File: config.mk
export PLATFORM = sky130hd
export DESIGN_NAME = p1mux_top
export DESIGN_NICKNAME = d
export VERILOG_FILES = /design/src/rtl/p1mux_pkg.sv /design/src/rtl/p1mux_sync.sv /design/src/rtl/p1mux_top.sv
export VERILOG_INCLUDE_DIRS = /design/src /design/src/rtl
export SDC_FILE = /design/constraint.sdc
export NUM_CORES = 1
export LEC_CHECK = 0
export BUFFER_PORTS_ARGS = -buffer_cell sky130_fd_sc_hd__buf_2
export CAP_MARGIN = 20
export CORE_ASPECT_RATIO = 0.7
export CORE_MARGIN = 2
export CORE_UTILIZATION = 40
export DETAILED_ROUTE_END_ITERATION = 16
export HOLD_SLACK_MARGIN = 0.08
export PLACE_DENSITY = 0.75
export SLEW_MARGIN = 10
export SYNTH_ARGS = -nofsm -noshare
export SYNTH_HDL_FRONTEND = slang
export SYNTH_SLANG_ARGS = --single-unit
File: constraint.sdc
create_clock -name ref_clk -period 4.3 [get_ports ref_clk]
set_input_delay 0.215 -clock ref_clk [delete_from_list [all_inputs] [get_ports ref_clk]]
set_output_delay 0.215 -clock ref_clk [all_outputs]
set_load 0.01 [all_outputs]
File: src/rtl/p1mux_defines.svh
// constants for the port 1 pin function multiplexer
`ifndef P1MUX_DEFINES_SVH
`define P1MUX_DEFINES_SVH
`define P1MUX_NPINS        8
`define P1MUX_ADR_DIR      4'h0
`define P1MUX_ADR_SEL      4'h1
`define P1MUX_ADR_SUPIN    4'h2
`define P1MUX_ADR_AEN      4'h3
`define P1MUX_ADR_CMPDIS   4'h4
`define P1MUX_ADR_OUT      4'h5
`define P1MUX_ADR_IN       4'h6
`define P1MUX_ADR_FUSE     4'h7
`define P1MUX_ADR_STATUS   4'h8
`define P1MUX_RST_BYTE     8'h00
`define P1MUX_FUSE_KEY     8'hA5
`define P1MUX_ST_JTAG      0
`define P1MUX_ST_FUSE      1
`define P1MUX_ST_JREQ      2
`endif

File: src/rtl/p1mux_pkg.sv
// types for the port 1 pin function multiplexer
package p1mux_pkg;
	typedef enum logic [1:0] {
		P1MUX_BUS_IDLE,
		P1MUX_BUS_ANSWER
	} p1mux_bus_state_t;
endpackage : p1mux_pkg

File: src/rtl/p1mux_sync.sv
// two flip-flop synchroniser for pin inputs
module p1mux_sync #(
	parameter int WIDTH = 8
) (
	input  wire logic             ref_clk,
	input  wire logic             rst_n,
	input  wire logic [WIDTH-1:0] async_in,
	output logic      [WIDTH-1:0] sync_out
);
	typedef struct packed {
		logic [WIDTH-1:0] meta;
		logic [WIDTH-1:0] stable;
	} p1mux_sync_state_t;

	p1mux_sync_state_t s_q;
	p1mux_sync_state_t s_d;

	initial begin
		if (WIDTH < 1) begin
			$error("p1mux_sync: WIDTH must be positive");
		end
	end

	// first stage feeds only the second stage
	always_comb begin
		s_d        = s_q;
		s_d.meta   = async_in;
		s_d.stable = s_q.meta;
	end

	always_ff @(posedge ref_clk or negedge rst_n) begin
		if (!rst_n) begin
			s_q <= '0;
		end else begin
			s_q <= s_d;
		end
	end

	assign sync_out = s_q.stable;
endmodule : p1mux_sync

File: src/rtl/p1mux_top.sv
// port 1 pin function multiplexer with avalon-mm control registers
//
// Our own choices: the Avalon-MM interface to the registers and the placing of the registers.
`include "p1mux_defines.svh"
module p1mux_top #(
	parameter int NPINS = `P1MUX_NPINS
) (
	input  wire logic             ref_clk,
	input  wire logic             rst_n,
	input  wire logic [3:0]       avs_address,
	input  wire logic             avs_read,
	input  wire logic             avs_write,
	input  wire logic [31:0]      avs_writedata,
	input  wire logic [3:0]       avs_byteenable,
	output logic      [31:0]      avs_readdata,
	output logic                  avs_waitrequest,
	input  wire logic             jtag_mode_req,
	input  wire logic [NPINS-1:0] pin_in,
	output logic      [NPINS-1:0] pin_out,
	output logic      [NPINS-1:0] pin_oe,
	output logic      [NPINS-1:0] analog_connect,
	output logic                  timer_ext_clock_in,
	output logic                  capture_in_ch0,
	output logic                  capture_in_ch1,
	input  wire logic             timer_out_ch0,
	input  wire logic             timer_out_ch1,
	input  wire logic             sub_main_clock_out,
	input  wire logic             converter_clock_out,
	input  wire logic             aux_clock_out,
	input  wire logic [NPINS-1:0] serial_pin_out,
	input  wire logic [NPINS-1:0] serial_pin_oe,
	output logic      [NPINS-1:0] serial_pin_in,
	output logic                  jtag_active,
	output logic                  jtag_bypass,
	output logic                  debug_access_en,
	output logic                  jtag_tck,
	output logic                  jtag_tms,
	output logic                  jtag_tdi,
	input  wire logic             jtag_tdo
);
	import p1mux_pkg::*;

	initial begin
		if (NPINS != 8) begin
			$error("p1mux_top: pin map is fixed at eight pins");
		end
	end

	// ********************************
	// state
	// ********************************
	typedef struct packed {
		p1mux_bus_state_t bus;
		logic [31:0]      rdata;
		logic [7:0]       dir;
		logic [7:0]       sel;
		logic [7:0]       supin;
		logic [7:0]       aen;
		logic [7:0]       cmpdis;
		logic [7:0]       outv;
		logic             fuse;
		logic [7:0]       pins;
		logic             tcap0;
		logic             tcap1;
		logic             tclk;
		logic [7:0]       sin;
		logic             jtck;
		logic             jtms;
		logic             jtdi;
	} p1mux_state_t;

	p1mux_state_t s_q;
	p1mux_state_t s_d;
	logic [7:0]   pin_s;
	logic         jreq_s;

	p1mux_sync #(.WIDTH(9)) u_sync (
		.ref_clk  (ref_clk),
		.rst_n    (rst_n),
		.async_in ({jtag_mode_req, pin_in}),
		.sync_out ({jreq_s, pin_s})
	);

	function automatic logic [7:0] merge_byte(input logic [7:0] old, input logic [31:0] wd,
		input logic [3:0] be);
		merge_byte = be[0] ? wd[7:0] : old;
	endfunction : merge_byte

	// ********************************
	// pin function selection
	// ********************************
	logic       jmode;
	logic [7:0] fn_out;
	logic [7:0] fn_oe;
	logic [7:0] in_en;

	assign jmode = jreq_s & ~s_q.fuse;

	always_comb begin
		fn_out = s_q.outv;
		fn_oe  = s_q.dir;
		in_en  = ~s_q.sel & ~s_q.dir;
		for (int i = 0; i < 8; i++) begin
			if (s_q.sel[i]) begin
				fn_oe[i]  = 1'b0;
				fn_out[i] = 1'b0;
			end
		end
		// pin 0: external clock in or aux clock out
		if (s_q.sel[0] && s_q.dir[0]) begin
			fn_oe[0]  = 1'b1;
			fn_out[0] = aux_clock_out;
		end
		// pins 1 and 2: compare outputs when driving
		if (s_q.sel[1] && s_q.dir[1]) begin
			fn_oe[1]  = 1'b1;
			fn_out[1] = timer_out_ch0;
		end
		if (s_q.sel[2] && s_q.dir[2]) begin
			fn_oe[2]  = 1'b1;
			fn_out[2] = timer_out_ch1;
		end
		if (s_q.sel[3] && s_q.dir[3] && !s_q.cmpdis[3]) begin
			fn_oe[3]  = 1'b1;
			fn_out[3] = converter_clock_out;
		end
		if (s_q.sel[4] && s_q.dir[4]) begin
			fn_oe[4]  = 1'b1;
			fn_out[4] = sub_main_clock_out;
		end
		if (s_q.sel[5] && s_q.dir[5]) begin
			fn_oe[5]  = 1'b1;
			fn_out[5] = timer_out_ch0;
		end
		if (s_q.sel[6] && s_q.dir[6]) begin
			fn_oe[6]  = 1'b1;
			fn_out[6] = timer_out_ch1;
		end
		// serial unit beats select and direction on pins 5..7
		for (int i = 5; i < 8; i++) begin
			if (s_q.supin[i]) begin
				fn_oe[i]  = serial_pin_oe[i];
				fn_out[i] = serial_pin_out[i];
			end
		end
		// comparator path disconnects the output enable and the IN register read of pin 3; serial_pin_in[3] still follows the pin
		if (s_q.cmpdis[3]) begin
			fn_oe[3] = 1'b0;
			in_en[3] = 1'b0;
		end
		// analog enable overrides every digital setting except jtag mode on pins 4..7
		for (int i = 0; i < 8; i++) begin
			if (s_q.aen[i]) begin
				fn_oe[i]  = 1'b0;
				fn_out[i] = 1'b0;
				in_en[i]  = 1'b0;
			end
		end
		// jtag pins 4..7 take top priority
		if (jmode) begin
			fn_oe[4]  = 1'b0;
			fn_oe[5]  = 1'b0;
			fn_oe[6]  = 1'b0;
			fn_oe[7]  = 1'b1;
			fn_out[4] = 1'b0;
			fn_out[5] = 1'b0;
			fn_out[6] = 1'b0;
			fn_out[7] = jtag_tdo;
		end
	end

	// ********************************
	// next state and register bus
	// ********************************
	always_comb begin
		s_d       = s_q;
		s_d.pins  = pin_s;
		s_d.tclk  = s_q.sel[0] & ~s_q.dir[0] & ~s_q.aen[0] & pin_s[0];
		s_d.tcap0 = s_q.sel[1] & ~s_q.dir[1] & ~s_q.aen[1] & pin_s[1];
		s_d.tcap1 = s_q.sel[2] & ~s_q.dir[2] & ~s_q.aen[2] & pin_s[2];
		s_d.sin   = s_q.supin & ~s_q.aen & pin_s & {8{~jmode}};
		s_d.jtck  = jmode & pin_s[4];
		s_d.jtms  = jmode & pin_s[5];
		s_d.jtdi  = jmode & pin_s[6];
		unique case (s_q.bus)
			P1MUX_BUS_IDLE: begin
				if (avs_write) begin
					s_d.bus = P1MUX_BUS_ANSWER;
					unique case (avs_address)
						`P1MUX_ADR_DIR:    s_d.dir    = merge_byte(s_q.dir, avs_writedata, avs_byteenable);
						`P1MUX_ADR_SEL:    s_d.sel    = merge_byte(s_q.sel, avs_writedata, avs_byteenable);
						`P1MUX_ADR_SUPIN:  s_d.supin  = merge_byte(s_q.supin, avs_writedata, avs_byteenable);
						`P1MUX_ADR_AEN:    s_d.aen    = merge_byte(s_q.aen, avs_writedata, avs_byteenable);
						`P1MUX_ADR_CMPDIS: s_d.cmpdis = merge_byte(s_q.cmpdis, avs_writedata, avs_byteenable);
						`P1MUX_ADR_OUT:    s_d.outv   = merge_byte(s_q.outv, avs_writedata, avs_byteenable);
						`P1MUX_ADR_FUSE: begin
							// one-way: nothing but reset clears it
							if (avs_byteenable[0] && avs_writedata[7:0] == `P1MUX_FUSE_KEY) begin
								s_d.fuse = 1'b1;
							end
						end
						default: begin
						end
					endcase
				end else if (avs_read) begin
					s_d.bus   = P1MUX_BUS_ANSWER;
					s_d.rdata = '0;
					unique case (avs_address)
						`P1MUX_ADR_DIR:    s_d.rdata[7:0] = s_q.dir;
						`P1MUX_ADR_SEL:    s_d.rdata[7:0] = s_q.sel;
						`P1MUX_ADR_SUPIN:  s_d.rdata[7:0] = s_q.supin;
						`P1MUX_ADR_AEN:    s_d.rdata[7:0] = s_q.aen;
						`P1MUX_ADR_CMPDIS: s_d.rdata[7:0] = s_q.cmpdis;
						`P1MUX_ADR_OUT:    s_d.rdata[7:0] = s_q.outv;
						`P1MUX_ADR_IN:     s_d.rdata[7:0] = s_q.pins & in_en;
						`P1MUX_ADR_FUSE:   s_d.rdata[0]   = s_q.fuse;
						`P1MUX_ADR_STATUS: begin
							s_d.rdata[`P1MUX_ST_JTAG] = jmode;
							s_d.rdata[`P1MUX_ST_FUSE] = s_q.fuse;
							s_d.rdata[`P1MUX_ST_JREQ] = jreq_s;
						end
						default: begin
						end
					endcase
				end
			end
			P1MUX_BUS_ANSWER: begin
				s_d.bus = P1MUX_BUS_IDLE;
			end
			default: begin
				s_d.bus = P1MUX_BUS_IDLE;
			end
		endcase
	end

	always_ff @(posedge ref_clk or negedge rst_n) begin
		if (!rst_n) begin
			s_q        <= '0;
			s_q.bus    <= P1MUX_BUS_IDLE;
			s_q.dir    <= `P1MUX_RST_BYTE;
			s_q.sel    <= `P1MUX_RST_BYTE;
			s_q.supin  <= `P1MUX_RST_BYTE;
			s_q.aen    <= `P1MUX_RST_BYTE;
			s_q.cmpdis <= `P1MUX_RST_BYTE;
			s_q.outv   <= `P1MUX_RST_BYTE;
		end else begin
			s_q <= s_d;
		end
	end

	// ********************************
	// outputs
	// ********************************
	// waitrequest drops in the answer cycle; one wait state keeps read data registered
	assign avs_waitrequest    = (avs_read | avs_write) & (s_q.bus != P1MUX_BUS_ANSWER);
	assign avs_readdata       = s_q.rdata;
	assign pin_out            = fn_out;
	assign pin_oe             = fn_oe;
	assign analog_connect     = s_q.aen;
	assign timer_ext_clock_in = s_q.tclk;
	assign capture_in_ch0     = s_q.tcap0;
	assign capture_in_ch1     = s_q.tcap1;
	assign serial_pin_in      = s_q.sin;
	assign jtag_active        = jmode;
	assign jtag_bypass        = s_q.fuse;
	assign debug_access_en    = ~s_q.fuse;
	assign jtag_tck           = s_q.jtck;
	assign jtag_tms           = s_q.jtms;
	assign jtag_tdi           = s_q.jtdi;
endmodule : p1mux_top

# Yosys cells after proc, flatten, opt, wreduce, memory -nomap -nowiden
# Cells that the tools add are included.
dict set report word_totals {
  register_bits 99
  out_inout_bits 74
  word_cells 152
}
dict set report op_classes {
  n_eq_ne 11
  mux 70
  bitwise_logic 32
  reduce_logical 20
}
# operator n
set ops {}
lappend ops {{$mux W1} 62}
lappend ops {{$and A8 B8 Y8} 5}
lappend ops {{$pmux W5 S7} 1}
lappend ops {{$mux W34} 1}
lappend ops {{$reduce_and A4 Y1} 7}
lappend ops {{$not A8 Y8} 3}
lappend ops {{$eq A4 B3 Y1 const B} 4}
lappend ops {{$pmux W2 S8} 1}
lappend ops {{$and A1 B1 Y1} 14}
lappend ops {{$logic_and A1 B1 Y1} 9}
lappend ops {{$not A1 Y1} 9}
lappend ops {{$pmux W1 S9} 1}
lappend ops {{$eq A4 B2 Y1 const B} 2}
lappend ops {{$eq A8 B8 Y1 const B} 1}
lappend ops {{$mux W4} 2}
lappend ops {{$eq A4 B1 Y1 const B} 1}
lappend ops {{$eq A4 B4 Y1 const B} 1}
lappend ops {{$logic_not A4 Y1} 1}
lappend ops {{$mux W2} 2}
lappend ops {{$ne A3 B3 Y1 const B} 1}
lappend ops {{$reduce_and A3 Y1} 1}
lappend ops {{$logic_not A2 Y1} 1}
lappend ops {{$ne A2 B1 Y1 const B} 1}
lappend ops {{$logic_not A1 Y1} 1}
lappend ops {{$or A1 B1 Y1} 1}

# Logic depth before layout (Yosys ltp)
dict set report depth {
  depth_word 9
  mapped_depth 7
  mapped_depth_nobuf 4
}

# Modules after synthesis
# A second synthesis with hierarchy kept.
dict set report hier_totals {
  hier_cells 388
  area_unflattened_um2 4707.0
}
# module instances cells_each area_each_um2 seq_area_each_um2
set by_module_without_submodules {}
lappend by_module_without_submodules {p1mux_top 1 370 4256.6 2001.9}
lappend by_module_without_submodules {p1mux_sync 1 18 450.4 450.4}

# Least setup slack after synthesis
# OpenSTA, ideal clock, no wires.
dict set report synth_timing {
  path_type {reg-to-reg}
  from {reg s_q[103] (netlist name)}
  to {reg s_q (netlist bit avs_readdata[6])}
  arrival_time_ns 1.563
  t_required_ns 4.235
  setup_slack_ns 2.672
  path_stages_with_launch 6
  n_path_buf 1
  period_less_slack_ns 1.628
  cell_sequence {dfrtp_1 -> or3b_1 -> clkbuf_2 -> a311o_1 -> nor4_2 -> a211o_1}
}
dict set report synth_via {
  elab_chain_cells 2
}
# element line_no
set synth_lines {}
lappend synth_lines {{from (decl)} p1mux_top.sv:72} ;# p1mux_state_t s_q;
lappend synth_lines {{$logic_not A2 Y1} p1mux_top.sv:185} ;# unique case (s_q.bus)
lappend synth_lines {{$reduce_and A3 Y1 (no line)} -}
# Every way passes these cells.
# A chain may end at the register's enable or synchronous reset.

# Final worst setup path
dict set report layout_timing {
  from {in avs_address[1]}
  to {reg s_q (netlist bit analog_connect[5])}
}
dict set report layout_via {
  elab_chain_cells 2
}
# element line_no
set layout_lines {}
lappend layout_lines {{from (decl)} p1mux_top.sv:10} ;# input wire logic [3:0] avs_address,
lappend layout_lines {{$eq A4 B2 Y1} p1mux_top.sv:189} ;# unique case (avs_address)
lappend layout_lines {{$reduce_and A4 Y1 (no line)} -}
# Every way passes these cells.

==> impl_metrics.env <==
export IMPL_outcome="finished, final reports clean"
export IMPL_synth_adder_area_share_pct=0
export IMPL_rr_startpoint="s_q[103]"
export IMPL_die_y_um=94.4
export IMPL_cts_buffers=9
export IMPL_r2r_slack_ps=2180
export IMPL_io_buffers=87
export IMPL_grt_pass1_wl_mm=17.8
export IMPL_ir_drop_mv=0.196
export IMPL_syn_instance_count=390
export IMPL_synth_edf_count=0
export IMPL_setup_violations=0
export IMPL_core_area_sq_mm=0.0112
export IMPL_drc=0
export IMPL_cts_htree_levels=3
export IMPL_cp_end_kind="flop"
export IMPL_antenna_found_initial=0
export IMPL_synthXorXnorAreaFrac_pct=0
export IMPL_path_class="input pin to flop"
export IMPL_cts_buffer_depth=2
export IMPL_gp_congestion=0.893
export IMPL_ys_seq_area_share_pct=52.5
export IMPL_rsz0062_at_grt="no"
export IMPL_cts_resized=0
export IMPL_dp_hpwl_mm=7.89
export IMPL_n_antenna_cell=0
export IMPL_grt_pass1_vias=3334
export IMPL_nFillCells=1032
export IMPL_die_area_sq_mm=0.0126
export IMPL_track_usage_pct=18.8
export IMPL_skew_ps=12.4
export IMPL_fmax_mhz=430
export IMPL_synth_top_family_by_area="multiplexers"
export IMPL_yosys_area_top_type_share_pct=52.5
export IMPL_clk_root_buffer_cell="clkbuf_16"
export IMPL_dr_pass1_iters=4
export IMPL_powerDensity_mw_per_mm2=435
export IMPL_cts_sinks=98
export IMPL_rows=32
export IMPL_route_vias_total=3282
export IMPL_period_needed_ps=2320
export IMPL_fin_crit_sh_pct=54.0
export IMPL_final_layout_size_suffix_gt1_share_pct=35.7
export IMPL_wl_per_cell_um=18.6
export IMPL_cp_start_kind="input pin"
export IMPL_hold_buffers=10
export IMPL_rr_endpoint="analog_connect[5]"
export IMPL_synthTopCellsByArea="dfrtp_1, mux2_2, buf_4"
export IMPL_synth_seq_cells=98
export IMPL_rr_worst_depth=4
export IMPL_avgSynthCellArea_sq_um=12.0
export IMPL_ys_flop_type="dfrtp_1"
export IMPL_grt_max_degree=56
export IMPL_cts_reportedPaths_clkPinSlew_ps=70
export IMPL_synth_warnings=0
export IMPL_multi_input_area_sq_mm=0.00185
export IMPL_drv_slew=0
export IMPL_drtIter0Drc=262
export IMPL_async_flop_share_pct=100
export IMPL_slew_headroom_pct=37.5
export IMPL_clock_latency_ps=350
export IMPL_hold_class="input pin to flop"
export IMPL_die_w_um=133
export IMPL_grt_overflow=0
export IMPL_ios=149
export IMPL_setup_tns_ps=0
export IMPL_syn_to_final_growth_pct=15.1
export IMPL_fin_nets=535
export IMPL_cp_data_arrival_time_ps=2550
export IMPL_synth_area_mux_share_pct=15.3
export IMPL_ff_latch_area_sq_mm=0.00245
export IMPL_startpoint="avs_address[1]"
export IMPL_cap_violations=0
export IMPL_synth_compound_area_share_pct=8.76
export IMPL_worst_pin_slew_ps=932
export IMPL_final_antenna_net_count=0
export IMPL_synth_simple_area_share_pct=13.7
export IMPL_syn_area_sq_mm=0.00467
export IMPL_netlist_top_cell_by_area="dfrtp_1"
export IMPL_p_leak_nw=2.54
export IMPL_yosys_top_cells_count="dfrtp_1, mux2_2, buf_4"
export IMPL_critPathCapture="analog_connect[5]"
export IMPL_cts_tree="done"
export IMPL_worstPathMaxFanout=28
export IMPL_start_util_pct=41.6
export IMPL_viasPerCell=5.31
export IMPL_ys_types=58
export IMPL_synth_most_common_cell="dfrtp_1"
export IMPL_utilization_pct=47.9
export IMPL_drt_wl_total_mm=11.5
export IMPL_cp_required_ps=4520
export IMPL_final_hold_viol_count=0
export IMPL_whs_ps=146
export IMPL_postCtsSetupBuffers=0
[worst min-delay path by stage]
stage,start,to,slack (ps),cells after the start
floorplan,rst_n,analog_connect[0],-80,0
global placement,rst_n,capture_in_ch0,300,1
detailed placement,rst_n,capture_in_ch0,310,1
CTS,avs_read,s_q[103],130,3
global route,avs_read,s_q[103],160,3
finish,avs_write,s_q[103],150,3
[stage by stage]
step | total power [mW] | cell area, sq um | worst slack [ps] | std cells
global placement | 1.51 | 4970 | 1700 | 592
detailed placement | 1.53 | 4970 | 1640 | 592
floorplan | 1.42 | 4750 | 2670 | 413
finish | 2.34 | 5370 | 1980 | 618
global route | 2.45 | 5370 | 1880 | 618
CTS | 2.35 | 5370 | 2020 | 618
[state kept, by name, indices dropped and copies added, names as in the netlist]
signal / flops
s_q: 49
u_sync.s_d: 9
u_sync.sync_out: 9
analog_connect: 8
avs_readdata: 8
serial_pin_in: 8
capture_in_ch0: 1
capture_in_ch1: 1
jtag_bypass: 1
jtag_tck: 1
jtag_tdi: 1
jtag_tms: 1
timer_ext_clock_in: 1
[logic make-up after synthesis]
| group | Yosys count |
|---|---|
| AND/OR/NAND/NOR | 100 |
| multiplexers | 64 |
| buffers and inverters | 68 |
| other | 1 |
| flip-flops | 98 |
| AO/OA/AOI/OAI | 59 |
[cell type report]
class / count / share of cell area [%]
inverters: 5 / 0.349
clock inverters: 6 / 1.19
flip-flops and latches: 98 / 45.7
repair buffers: 99 / 10.3
clock buffers: 10 / 4.45
multi-input cells: 247 / 34.5
well taps: 153 / 3.56
[worst max-delay path: stages]
cell and delay [ps]:
buf_2 520, clkinv_1 520, nor3_2 870, mux2_2 410
[placed cells by master, fill, tap and decap left out, types with 4 or more instances in the layout]
cell type and count:
nor3b_1 5, mux2i_1 13, inv_1 4, nor2_1 9
o21ai_0 8, nor4bb_1 7, a21oi_1 16, clkbuf_16 9
conb_1 24, nand2b_1 6, nor2b_1 6, a22oi_1 4
nor3_1 13, dfrtp_1 98, mux2_2 50, a31oi_1 6
nor4b_1 9, nand3_1 7, nand2_1 15, buf_2 86
dlygate4sd3_1 10
[power breakdown]
part	internal (mW)	leakage, nW	switching (mW)
Combinational	0.192	1.14	0.199
Sequential	1.03	1.26	0.107
Clock	0.466	0.145	0.346
Total	1.69	2.54	0.652
[per-layer routing]
layer,wire (um),global-route usage (%),up-vias
met5,0,0,-
met4,245,7.89,0
met3,921,5.69,20
met2,5040,28.2,131
met1,5260,25.5,1632
li1,-,-,1499
(Power assumes the default switching activity.)
